**config.mk**
```make
export PLATFORM = sky130hd
export DESIGN_NAME = prs_ref_ctrl
export DESIGN_NICKNAME = d
export VERILOG_FILES = /design/src/prs_ref_ctrl.v
export VERILOG_INCLUDE_DIRS = /design/src /design/src/pkg
export SDC_FILE = /design/constraint.sdc
export NUM_CORES = 1
export LEC_CHECK = 0
export BUFFER_PORTS_ARGS = -buffer_cell sky130_fd_sc_hd__buf_2
export CELL_PAD_IN_SITES_DETAIL_PLACEMENT = 1
export CELL_PAD_IN_SITES_GLOBAL_PLACEMENT = 2
export CORE_ASPECT_RATIO = 1.25
export CORE_MARGIN = 1
export CORE_UTILIZATION = 33
export DETAILED_ROUTE_END_ITERATION = 12
export GPL_TIMING_DRIVEN = 0
export PLACE_DENSITY_LB_ADDON = 0.12
export SKIP_CTS_REPAIR_TIMING = 1
export SLEW_MARGIN = 40
export SYNTH_ARGS = -nofsm -noshare
export SYNTH_HDL_FRONTEND = slang
export SYNTH_SLANG_ARGS = --single-unit
```
**constraint.sdc**
```tcl
create_clock -name sys_clk -period 1.9 [get_ports sys_clk]
set_clock_uncertainty 0.2 [all_clocks]
set_input_delay 0.19 -clock sys_clk [delete_from_list [all_inputs] [get_ports sys_clk]]
set_output_delay 0.19 -clock sys_clk [all_outputs]
set_load 0.01 [all_outputs]
```
**src/pkg/prs_defs.vh**
```
// constants for the reference switchover and holdover control block
`ifndef PRS_DEFS_VH
`define PRS_DEFS_VH

// ****************************************************************
// register offsets
// ****************************************************************
`define PRS_ADDR_W          10
`define PRS_OFS_REF_CTRL    10'h01c
`define PRS_OFS_HOLD_CTRL   10'h01d
`define PRS_OFS_STATUS      10'h01f

// ****************************************************************
// reference_selection_control fields
// ****************************************************************
`define PRS_RC_NO_DEGLITCH  7
`define PRS_RC_SEL_SECOND   6
`define PRS_RC_USE_PIN      5
`define PRS_RC_AUTO         4
`define PRS_RC_STAY_SECOND  3
`define PRS_RC_PWR_SECOND   2
`define PRS_RC_PWR_FIRST    1
`define PRS_RC_DIFF         0
`define PRS_RC_RESET        8'h00

// ****************************************************************
// holdover_and_lock_control fields
// ****************************************************************
`define PRS_HC_NO_READBACK  4
`define PRS_HC_CMP_EN       3
`define PRS_HC_HOLD_EN_HI   2
`define PRS_HC_EXT_HOLD     1
`define PRS_HC_HOLD_EN_LO   0
`define PRS_HC_MASK         8'h1f
`define PRS_HC_RESET        8'h00

// ****************************************************************
// pll_status_readback fields
// ****************************************************************
`define PRS_ST_CAL_DONE     6
`define PRS_ST_HOLD_ACT     5
`define PRS_ST_SEL_SECOND   4
`define PRS_ST_VCO_ABOVE    3
`define PRS_ST_SECOND_ABOVE 2
`define PRS_ST_FIRST_ABOVE  1
`define PRS_ST_LOCK         0

// ****************************************************************
// timing
// ****************************************************************
`define PRS_CLK_MHZ         200
`define PRS_DEGLITCH_NS     50
`define PRS_DEGLITCH_CYC    ((`PRS_DEGLITCH_NS*`PRS_CLK_MHZ+999)/1000)

`endif

```
**src/prs_ref_ctrl.v**
```verilog
// reference selection, switchover deglitch and holdover control logic
`timescale 1ns/100ps
`include "prs_defs.vh"

// ****************************************************************
// Summary of operation
// - control bit 7 set disables the switchover deglitch; clear keeps it.
// - with pin select clear, bit 6 picks first (0) or second (1) ref.
// - in manual mode bit 5 picks register bit (0) or select pin (1).
// - bit 4 selects manual or auto switchover; auto needs single-ended.
// - bit 3 clear returns to first ref when it is good; set stays.
// - with automatic off, bit 2 powers the second receiver on or off.
// - with automatic off, bit 1 powers the first receiver on or off.
// - bit 0 picks single-ended (0) or differential (1) reference mode.
// - reference control register resets to all zeros.
// - holdover register bit 4 set blanks status readback; clear enables it.
// - bit 3 enables lock pin comparator; disabled, pin counts as high.
// - automatic holdover uses the lock pin to judge earlier lock.
// - holdover works only with bits 2 and 0 both set; both reset low.
// - bit 1 set hands holdover to the external pin, else internal circuit.
// - status bit 6 reads 1 when VCO calibration has finished.
// - status bit 5 shows holdover state active, not merely enabled.
// - status bit 4 shows the reference feeding the PLL, 1 for second.
// - status bit 3 reads 1 when the VCO frequency is above threshold.
// - status bit 0 shows digital lock indication.
// - status bits 2 and 1 show second and first ref above threshold.
// ****************************************************************

module prs_ref_ctrl (
  input  wire                     sys_clk,
  input  wire                     sys_rst,
  input  wire [`PRS_ADDR_W-1:0]   reg_addr,
  input  wire [7:0]               reg_wdata,
  input  wire                     reg_wr,
  input  wire                     reg_rd,
  output reg  [7:0]               reg_rdata_q,
  input  wire                     ref_sel_pin,
  input  wire                     ext_hold_pin,
  input  wire                     lock_indicator_pin,
  input  wire                     digital_lock_indication,
  input  wire                     first_ref_above,
  input  wire                     second_ref_above,
  input  wire                     vco_above,
  input  wire                     vco_cal_done,
  output reg                      pll_ref_second_q,
  output reg                      ref_mute_q,
  output reg                      first_ref_pwr_q,
  output reg                      second_ref_pwr_q,
  output reg                      diff_mode_q,
  output reg                      lock_cmp_en_q,
  output reg                      holdover_active_q
);

  // ****************************************************************
  // local constants
  // ****************************************************************
  // the gap count must fit the four-bit counter of the deglitch
  localparam integer DG_INT = `PRS_DEGLITCH_CYC;
  localparam [3:0] DG_CYC   = DG_INT[3:0];
  localparam [2:0] ST_IDLE  = 3'h1;
  localparam [2:0] ST_ARMED = 3'h2;
  localparam [2:0] ST_HOLD  = 3'h4;
  localparam       N_SYNC   = 8;

  // ****************************************************************
  // input synchronisers
  // ****************************************************************
  // every status line comes from analog or pin logic on no known clock
  // each line costs two cycles of latency before any logic sees it;
  // the order of the vector sets the index of each line below
  wire [N_SYNC-1:0] raw_in;
  reg  [N_SYNC-1:0] meta_q;
  reg  [N_SYNC-1:0] sync_q;

  assign raw_in = {vco_cal_done, vco_above, second_ref_above,
                   first_ref_above, digital_lock_indication,
                   lock_indicator_pin, ext_hold_pin, ref_sel_pin};

  genvar gi;
  generate
    for (gi = 0; gi < N_SYNC; gi = gi + 1) begin : g_sync
      always @(posedge sys_clk) begin
        if (sys_rst) begin
          meta_q[gi] <= 1'b0;
          sync_q[gi] <= 1'b0;
        end else begin
          meta_q[gi] <= raw_in[gi];
          sync_q[gi] <= meta_q[gi];
        end
      end
    end
  endgenerate

  wire sel_pin_s    = sync_q[0];
  wire ext_hold_s   = sync_q[1];
  wire lock_pin_s   = sync_q[2];
  wire dlock_s      = sync_q[3];
  wire first_ok_s   = sync_q[4];
  wire second_ok_s  = sync_q[5];
  wire vco_above_s  = sync_q[6];
  wire cal_done_s   = sync_q[7];

  // ****************************************************************
  // control registers
  // ****************************************************************
  reg [7:0] ref_ctrl_q;
  reg [7:0] hold_ctrl_q;

  // writes to the status offset or to unmapped offsets are dropped;
  // bits 7:5 of the holdover register are not stored and read back 0
  wire wr_ref  = reg_wr && (reg_addr == `PRS_OFS_REF_CTRL);
  wire wr_hold = reg_wr && (reg_addr == `PRS_OFS_HOLD_CTRL);

  always @(posedge sys_clk) begin
    if (sys_rst) begin
      ref_ctrl_q  <= `PRS_RC_RESET;
      hold_ctrl_q <= `PRS_HC_RESET;
    end else begin
      if (wr_ref)
        ref_ctrl_q <= reg_wdata;
      if (wr_hold)
        hold_ctrl_q <= reg_wdata & `PRS_HC_MASK;
    end
  end

  wire no_deglitch = ref_ctrl_q[`PRS_RC_NO_DEGLITCH];
  wire reg_second  = ref_ctrl_q[`PRS_RC_SEL_SECOND];
  wire use_pin     = ref_ctrl_q[`PRS_RC_USE_PIN];
  wire stay_second = ref_ctrl_q[`PRS_RC_STAY_SECOND];
  wire diff_mode   = ref_ctrl_q[`PRS_RC_DIFF];
  // automatic switchover is only meaningful with two single-ended inputs
  wire auto_mode   = ref_ctrl_q[`PRS_RC_AUTO] & ~diff_mode;

  wire no_readback = hold_ctrl_q[`PRS_HC_NO_READBACK];
  wire cmp_en      = hold_ctrl_q[`PRS_HC_CMP_EN];
  wire ext_hold    = hold_ctrl_q[`PRS_HC_EXT_HOLD];
  wire hold_en     = hold_ctrl_q[`PRS_HC_HOLD_EN_HI] &
                     hold_ctrl_q[`PRS_HC_HOLD_EN_LO];

  // ****************************************************************
  // automatic switchover
  // ****************************************************************
  // the first reference is the preferred one; the second is a fallback
  // taken when the first is reported bad, and kept while bit 3 is set
  // leaving automatic mode clears the fallback so manual takes over
  reg auto_second_q;
  reg auto_second_d;

  always @* begin
    auto_second_d = auto_second_q;
    if (!auto_mode)
      auto_second_d = 1'b0;
    else if (!auto_second_q && !first_ok_s)
      auto_second_d = 1'b1;
    else if (auto_second_q && first_ok_s && !stay_second)
      auto_second_d = 1'b0;
  end

  always @(posedge sys_clk) begin
    if (sys_rst)
      auto_second_q <= 1'b0;
    else
      auto_second_q <= auto_second_d;
  end

  // ****************************************************************
  // target reference
  // ****************************************************************
  // differential mode has one input pair, which always feeds as first
  reg want_second;

  always @* begin
    want_second = 1'b0;
    if (diff_mode)
      want_second = 1'b0;
    else if (auto_mode)
      want_second = auto_second_q;
    else if (use_pin)
      want_second = sel_pin_s;
    else
      want_second = reg_second;
  end

  // ****************************************************************
  // switchover deglitch
  // ****************************************************************
  // the reference is muted for a fixed gap so that the PLL never sees
  // a runt edge made from half of each input; costs a few missed edges
  reg [3:0] dg_cnt_q;
  reg       busy_q;

  always @(posedge sys_clk) begin
    if (sys_rst) begin
      pll_ref_second_q <= 1'b0;
      ref_mute_q       <= 1'b0;
      dg_cnt_q         <= 4'h0;
      busy_q           <= 1'b0;
    end else if (no_deglitch) begin
      pll_ref_second_q <= want_second;
      ref_mute_q       <= 1'b0;
      dg_cnt_q         <= 4'h0;
      busy_q           <= 1'b0;
    end else if (busy_q) begin
      // the latest target is taken at the end, so a change inside the
      // gap is not lost
      if (dg_cnt_q == DG_CYC - 4'h1) begin
        pll_ref_second_q <= want_second;
        ref_mute_q       <= 1'b0;
        busy_q           <= 1'b0;
        dg_cnt_q         <= 4'h0;
      end else begin
        dg_cnt_q <= dg_cnt_q + 4'h1;
      end
    end else if (want_second != pll_ref_second_q) begin
      ref_mute_q <= 1'b1;
      busy_q     <= 1'b1;
      dg_cnt_q   <= 4'h0;
    end
  end

  // ****************************************************************
  // receiver power and mode outputs
  // ****************************************************************
  // in automatic mode both receivers must run so that either can be
  // monitored; the power bits only take effect in manual mode
  // differential mode and comparator enable are plain registered copies
  always @(posedge sys_clk) begin
    if (sys_rst) begin
      first_ref_pwr_q  <= 1'b0;
      second_ref_pwr_q <= 1'b0;
      diff_mode_q      <= 1'b0;
      lock_cmp_en_q    <= 1'b0;
    end else begin
      if (auto_mode) begin
        first_ref_pwr_q  <= 1'b1;
        second_ref_pwr_q <= 1'b1;
      end else begin
        first_ref_pwr_q  <= ref_ctrl_q[`PRS_RC_PWR_FIRST];
        second_ref_pwr_q <= ref_ctrl_q[`PRS_RC_PWR_SECOND];
      end
      diff_mode_q   <= diff_mode;
      lock_cmp_en_q <= cmp_en;
    end
  end

  // ****************************************************************
  // holdover controller
  // ****************************************************************
  // comparator off means the controller assumes an earlier lock
  wire lock_seen  = cmp_en ? lock_pin_s : 1'b1;
  // holdover judges the reference that actually feeds the PLL
  wire sel_ok     = pll_ref_second_q ? second_ok_s : first_ok_s;

  // idle waits for lock, armed watches the selected reference, and
  // hold lasts until that reference is good again
  reg [2:0] hst_q;
  reg [2:0] hst_d;

  always @* begin
    hst_d = hst_q;
    if (!hold_en || ext_hold) begin
      hst_d = ST_IDLE;
    end else begin
      case (hst_q)
        ST_IDLE: begin
          if (dlock_s && lock_seen)
            hst_d = ST_ARMED;
        end
        ST_ARMED: begin
          if (!sel_ok && lock_seen)
            hst_d = ST_HOLD;
          else if (!dlock_s && sel_ok)
            hst_d = ST_IDLE;
        end
        ST_HOLD: begin
          if (sel_ok)
            hst_d = ST_IDLE;
        end
        default: begin
          hst_d = ST_IDLE;
        end
      endcase
    end
  end

  always @(posedge sys_clk) begin
    if (sys_rst) begin
      hst_q             <= ST_IDLE;
      holdover_active_q <= 1'b0;
    end else begin
      hst_q <= hst_d;
      if (!hold_en)
        holdover_active_q <= 1'b0;
      // external control bypasses the state machine: the pin is the state
      else if (ext_hold)
        holdover_active_q <= ext_hold_s;
      else
        holdover_active_q <= (hst_d == ST_HOLD);
    end
  end

  // ****************************************************************
  // register readback
  // ****************************************************************
  // bit 7 of the status has no meaning and reads 0
  reg [7:0] status;
  reg [7:0] rd_mux;

  always @* begin
    status = 8'h00;
    status[`PRS_ST_CAL_DONE]     = cal_done_s;
    status[`PRS_ST_HOLD_ACT]     = holdover_active_q;
    status[`PRS_ST_SEL_SECOND]   = pll_ref_second_q;
    status[`PRS_ST_VCO_ABOVE]    = vco_above_s;
    status[`PRS_ST_SECOND_ABOVE] = second_ok_s;
    status[`PRS_ST_FIRST_ABOVE]  = first_ok_s;
    status[`PRS_ST_LOCK]         = dlock_s;
  end

  always @* begin
    rd_mux = 8'h00;
    // any offset outside the map reads 0
    case (reg_addr)
      `PRS_OFS_REF_CTRL:  rd_mux = ref_ctrl_q;
      `PRS_OFS_HOLD_CTRL: rd_mux = hold_ctrl_q;
      `PRS_OFS_STATUS:    rd_mux = no_readback ? 8'h00 : status;
      default:            rd_mux = 8'h00;
    endcase
  end

  // data stand only in the cycle after the read strobe
  always @(posedge sys_clk) begin
    if (sys_rst)
      reg_rdata_q <= 8'h00;
    else if (reg_rd)
      reg_rdata_q <= rd_mux;
    else
      reg_rdata_q <= 8'h00;
  end

endmodule

```
# Word level (Yosys, flattened, before mapping)
# Cells that the tools add are included.
[word_totals]
ff_bits = 53
output_inout_bits = 15
[classes]
add_sub_neg = 1
n_eq_ne = 10
muxes = 30
bitwise = 6
n_reduce_logical = 25
[ops]
columns = ["cell", "n"]
rows = [
  ["== test 10 x 5 -> 1 bit (second input constant)", 3],
  ["case mux 8 bit (3 select lines)", 1],
  ["2-to-1 mux 1 bit", 19],
  ["2-to-1 mux 3 bit", 5],
  ["2-to-1 mux 4 bit", 3],
  ["case mux 3 bit (3 select lines)", 1],
  ["logical AND 1 bit", 8],
  ["nonzero test 2 bit", 4],
  ["OR reduction 2 bit", 4],
  ["2-to-1 mux 7 bit", 1],
  ["== test 3 bit (second input constant)", 2],
  ["zero test 1 bit", 6],
  ["adder 4 x 1 -> 4 bit (second input constant)", 1],
  ["== test 4 bit (second input constant)", 1],
  ["NOT 1 bit", 4],
  ["AND reduction 2 bit", 2],
  ["== test 3 x 1 -> 1 bit (second input constant)", 1],
  ["== test 3 x 2 -> 1 bit (second input constant)", 1],
  ["AND 1 bit", 2],
  ["inequality test 2 x 1 -> 1 bit (second input constant)", 1],
  ["logical OR 1 bit", 1],
  ["inequality test 1 bit", 1],
]

# Longest topological paths before layout
[depth]
word_depth = 8
depth_mapped = 6
depth_no_buf = 6

# Worst setup path before layout
# Ideal clock, no wire load.
[synth_path]
path_kind = "flip-flop to flip-flop"
startpoint = "reg pll_ref_second_q"
endpoint = "reg hst_q[1]"
setup_ns = 0.114
arrival_time_ns = 1.386
required_time_ns = 1.586
setup_slack_ns = 0.200
path_stages_with_launch = 6
synth_period_minus_slack_ns = 1.700
cell_sequence = "dfxtp_1 -> buf_2 -> mux2i_1 -> nor2b_1 -> a31oi_1 -> a2111oi_0"
[synth_via]
elab_chain_cells = 6
elab_cells_between_ends = 9
classes_between = "6 x mux; 3 x reduce/logical"
[synth_rtl]
columns = ["item", "line_no", "rtl"]
rows = [
  ["start: declaration", "prs_ref_ctrl.v:45", "output reg pll_ref_second_q,"],
  ["start signal: assignment", "prs_ref_ctrl.v:199", "pll_ref_second_q <= want_second;"],
  ["start signal: assignment", "prs_ref_ctrl.v:207", "pll_ref_second_q <= want_second;"],
  ["2-to-1 mux 1 bit *", "prs_ref_ctrl.v:252", "wire sel_ok = pll_ref_second_q ? second_ok_s : first_ok_s;"],
  ["logical AND 1 bit / zero test 1 bit (equally long branches)", "prs_ref_ctrl.v:272, prs_ref_ctrl.v:270", ""],
  ["2-to-1 mux 3 bit / logical AND 1 bit (equally long branches)", "prs_ref_ctrl.v:272, prs_ref_ctrl.v:270", ""],
  ["2-to-1 mux 3 bit", "prs_ref_ctrl.v:270", "if (!sel_ok && lock_seen)"],
  ["case mux 3 bit (3 select lines) *", "prs_ref_ctrl.v:264", "case (hst_q)"],
  ["2-to-1 mux 3 bit *", "prs_ref_ctrl.v:261", "if (!hold_en || ext_hold) begin"],
  ["end signal: assignment", "prs_ref_ctrl.v:291", "hst_q <= hst_d;"],
  ["end: declaration", "prs_ref_ctrl.v:256", "reg [2:0] hst_q;"],
]
# Every way passes the cells marked *; elsewhere a longest branch is shown, timed or not.
# A chain may end at the register's enable or synchronous reset.

# Worst setup path after layout
# Same ends and word-level chain as after synthesis.

==> out/qor.yml <==
floorplan:
  die_y_um: 92.1
  die-area_um2: 6820
  row_count: 32
  initial_utilization_pct: 34.5
  die_w_um: 74.1
  core_um2: 6210
  ios: 45
final_layout:
  fin_area_um2: 2750
  syn2layout_area_growth_pct: 28.4
  final_layout_size_suffix_gt1_share_pct: 23.0
  fillers: 737
  num-nets-final: 318
  multiInputGateArea_um2: 1060
  num_antenna_cells: 0
  seqCellArea_um2: 1060
grt:
  grt_max_degree: 20
  grt_pass1_wl_um: 8690
  grt_pass1_vias: 1773
  antenna_found_initial: 0
  grt_util_all_layers_pct: 16.9
  gr-total-overflow: 0
synth:
  seq_area_frac_synth_pct: 49.5
  syn_nets: 252
  synth_area_per_cell_um2: 9.74
  synth-edff-count: 0
  ys_ff_latch: 53
  yosysWarnings: 0
  ys_async_sr_fraction_pct: 0
  synth_cells: 220
  synth_flop_cell: "dfxtp_1"
  ys_types: 45
  syn-cell-area_um2: 2140
critical_path:
  slowest_stage: "a2111oi_2"
  crit_chain: "buf_4 -> mux2i_4 -> nor2b_2 -> a31oi_1 -> a2111oi_2"
  slowest_delay_ns: 0.35
  crit_path_end_kind: "flop"
  start_kind: "flop"
  critPathRequiredTime_ns: 1.92
  worstSetupPathType: "reg -> reg"
  crit_arrival_ns: 1.79
  crit_fanout: 10
placement:
  place_congestion: 0.717
  port_buffers: 43
  dp.final_hpwl_um: 4080
  dpl_cell_area_um2: 2460
job:
  drv_cap: 0
timing:
  fin_crit_sh_pct: 93.1
  setup-tns-final_ns: 0
  finalSetupViolCount: 0
  period_needed_ns: 1.77
  max_freq_ghz: 0.565
  slew_violations: 0
  hold_violations: 0
  rsz0062_at_grt: "no"
  worst_pin_slew_ns: 0.647
  slew_headroom_pct: 56.8
cts:
  insertion_delay_ns: 0.31
  h-tree-depth: 2
  clkTransAtPathRegs_ns: 0.11
  cts_buffers: 5
  ctsLongestPathBuffers: 2
  clockRootBuffer: "clkbuf_8"
  cts_sinks: 53
  cts_tree: "built"
pwr:
  switchingPower_uw: 475
  seqPwrFrac_pct: 58.3
  clock_power_share_pct: 35.8
  peakVddDrop_mv: 0.408
  p_sw_share_pct: 24.4
  pwr-share-comb_pct: 5.9
  powerDensity_nw_per_um2: 706
  p_leak_uw: 0.00113
  power.internal_uw: 1470
drt:
  via_count: 1813
  wire_per_inst_um: 14.4
  vias_per_cell: 4.87
  drt_first_iter_violations: 65
  drc: 0
  drtAntennaViolNets: 0
  dr.pass1.iters: 4
  wirelength_um: 5350
status:
  status: "finished, final reports clean"
hold_path:
  worstHoldPathType: "in -> reg"
state kept, by name, indices dropped and copies added, names as in the netlist, 3 cells and up:
register     count
ref_ctrl_q       8
reg_rdata_q      8
hst_q            3
meta_q           8
dg_cnt_q         4
hold_ctrl_q      5
cell usage after synthesis (all sizes together) (2+ instances only):
cell / number / area, um^2
a211oi: 5 / 37.5
a21oi: 2 / 10.0
a22oi: 6 / 45.0
a31oi: 3 / 18.8
and4b: 3 / 30.0
buf: 2 / 8.75
clkbuf: 6 / 22.5
dfxtp: 53 / 1060
ha: 2 / 25.0
inv: 3 / 11.3
mux2: 4 / 45.0
mux2i: 17 / 170
nand2: 15 / 56.3
nand2b: 5 / 31.3
nand3b: 3 / 22.5
nand4b: 2 / 17.5
nor2: 32 / 120
nor2b: 22 / 138
nor3: 5 / 36.3
nor4: 4 / 40.0
o21a: 2 / 15.0
o21ai: 4 / 20.0
critical path: cells and delay by family (launching register included):
family / cells / cell delay (ns)
buffers and inverters: 1 / 0.19
and+or+nand+nor: 1 / 0.21
muxes: 1 / 0.27
DFF: 1 / 0.34
AOI/OAI and AO/OA: 2 / 0.46
area by class of cell:
class	instances	area share (%)
plain buffers	8	1.27
clock buffers	5	2.50
clock inverters	3	1.05
inverters	3	0.409
multi-input cells	156	38.7
flip-flops and latches	53	38.6
well taps	85	3.87
repair buffers	59	13.6
per-layer routing:
layer | up-vias | wire (um) | GRT usage, %
li1 | 909 | - | -
met1 | 874 | 2470 | 20.9
met2 | 25 | 2700 | 28.8
met3 | 5 | 128 | 3.30
met4 | 0 | 61 | 5.13
met5 | - | 0 | 0
cell families (layout without fill, tap and decap cells):
family,Yosys count,count (layout),share of synthesized area [%]
AO/OA/AOI/OAI,30,30,10.0
multiplexers,21,21,10.0
adder cells (fa/ha/maj),2,2,1.17
XOR/XNOR,1,1,0.409
flip-flops,53,53,49.5
AND/OR/NAND/NOR,102,102,26.8
buffers and inverters,11,78,1.99
path summary, 6_finish.rpt:
check	start	to	slack (ns)	depth (start not counted)
setup / recovery	pll_ref_second_q	hst_q[1]	0.13	5
hold / removal	sys_rst	hst_q[0]	0.02	3
setup reg to reg	pll_ref_second_q	hst_q[1]	0.13	5
hold reg to reg	meta_q[6]	vco_above_s	0.24	1
power by group through the flow:
stage,clock [uW],sequential (uW),combinational [uW]
3_5_place_dp,0,1160,89.2
3_3_place_gp,0,1160,88.4
5_1_grt,772,1140,128
2_1_floorplan,0,1160,42.1
6_report,695,1130,114
4_1_cts,726,1130,89.6
placed cells by master, fill, tap and decap left out, types with 2 or more instances in the layout:
cell type      instances
a211oi_1               4
a21oi_1                2
a22oi_1                6
a31oi_1                3
and4b_1                3
buf_2                 43
clkbuf_1               5
clkbuf_8               5
dfxtp_1               53
dlygate4sd3_1         16
ha_1                   2
inv_1                  3
inv_6                  2
mux2_2                 4
mux2i_1               16
nand2_1               15
nand2b_1               5
nand3b_1               3
nand4b_1               2
nor2_1                32
nor2b_1               21
nor3_1                 4
nor4_1                 3
o21a_1                 2
o21ai_0                3
per-stage QoR:
stage          power (uW)  instances  utilization (%)  hold WS (ns)  setup WS (ns)
6_report             1940        372             44.3        0.0230          0.131
3_5_place_dp         1250        348             39.7         0.205         -0.208
5_1_grt              2040        372             44.3        0.0233        0.00788
2_1_floorplan        1200        220                -         0.105          0.200
3_3_place_gp         1250        348             39.7         0.196         -0.176
4_1_cts              1950        356             41.3        -0.139         -0.225
Power figures use the tool's default switching activity.
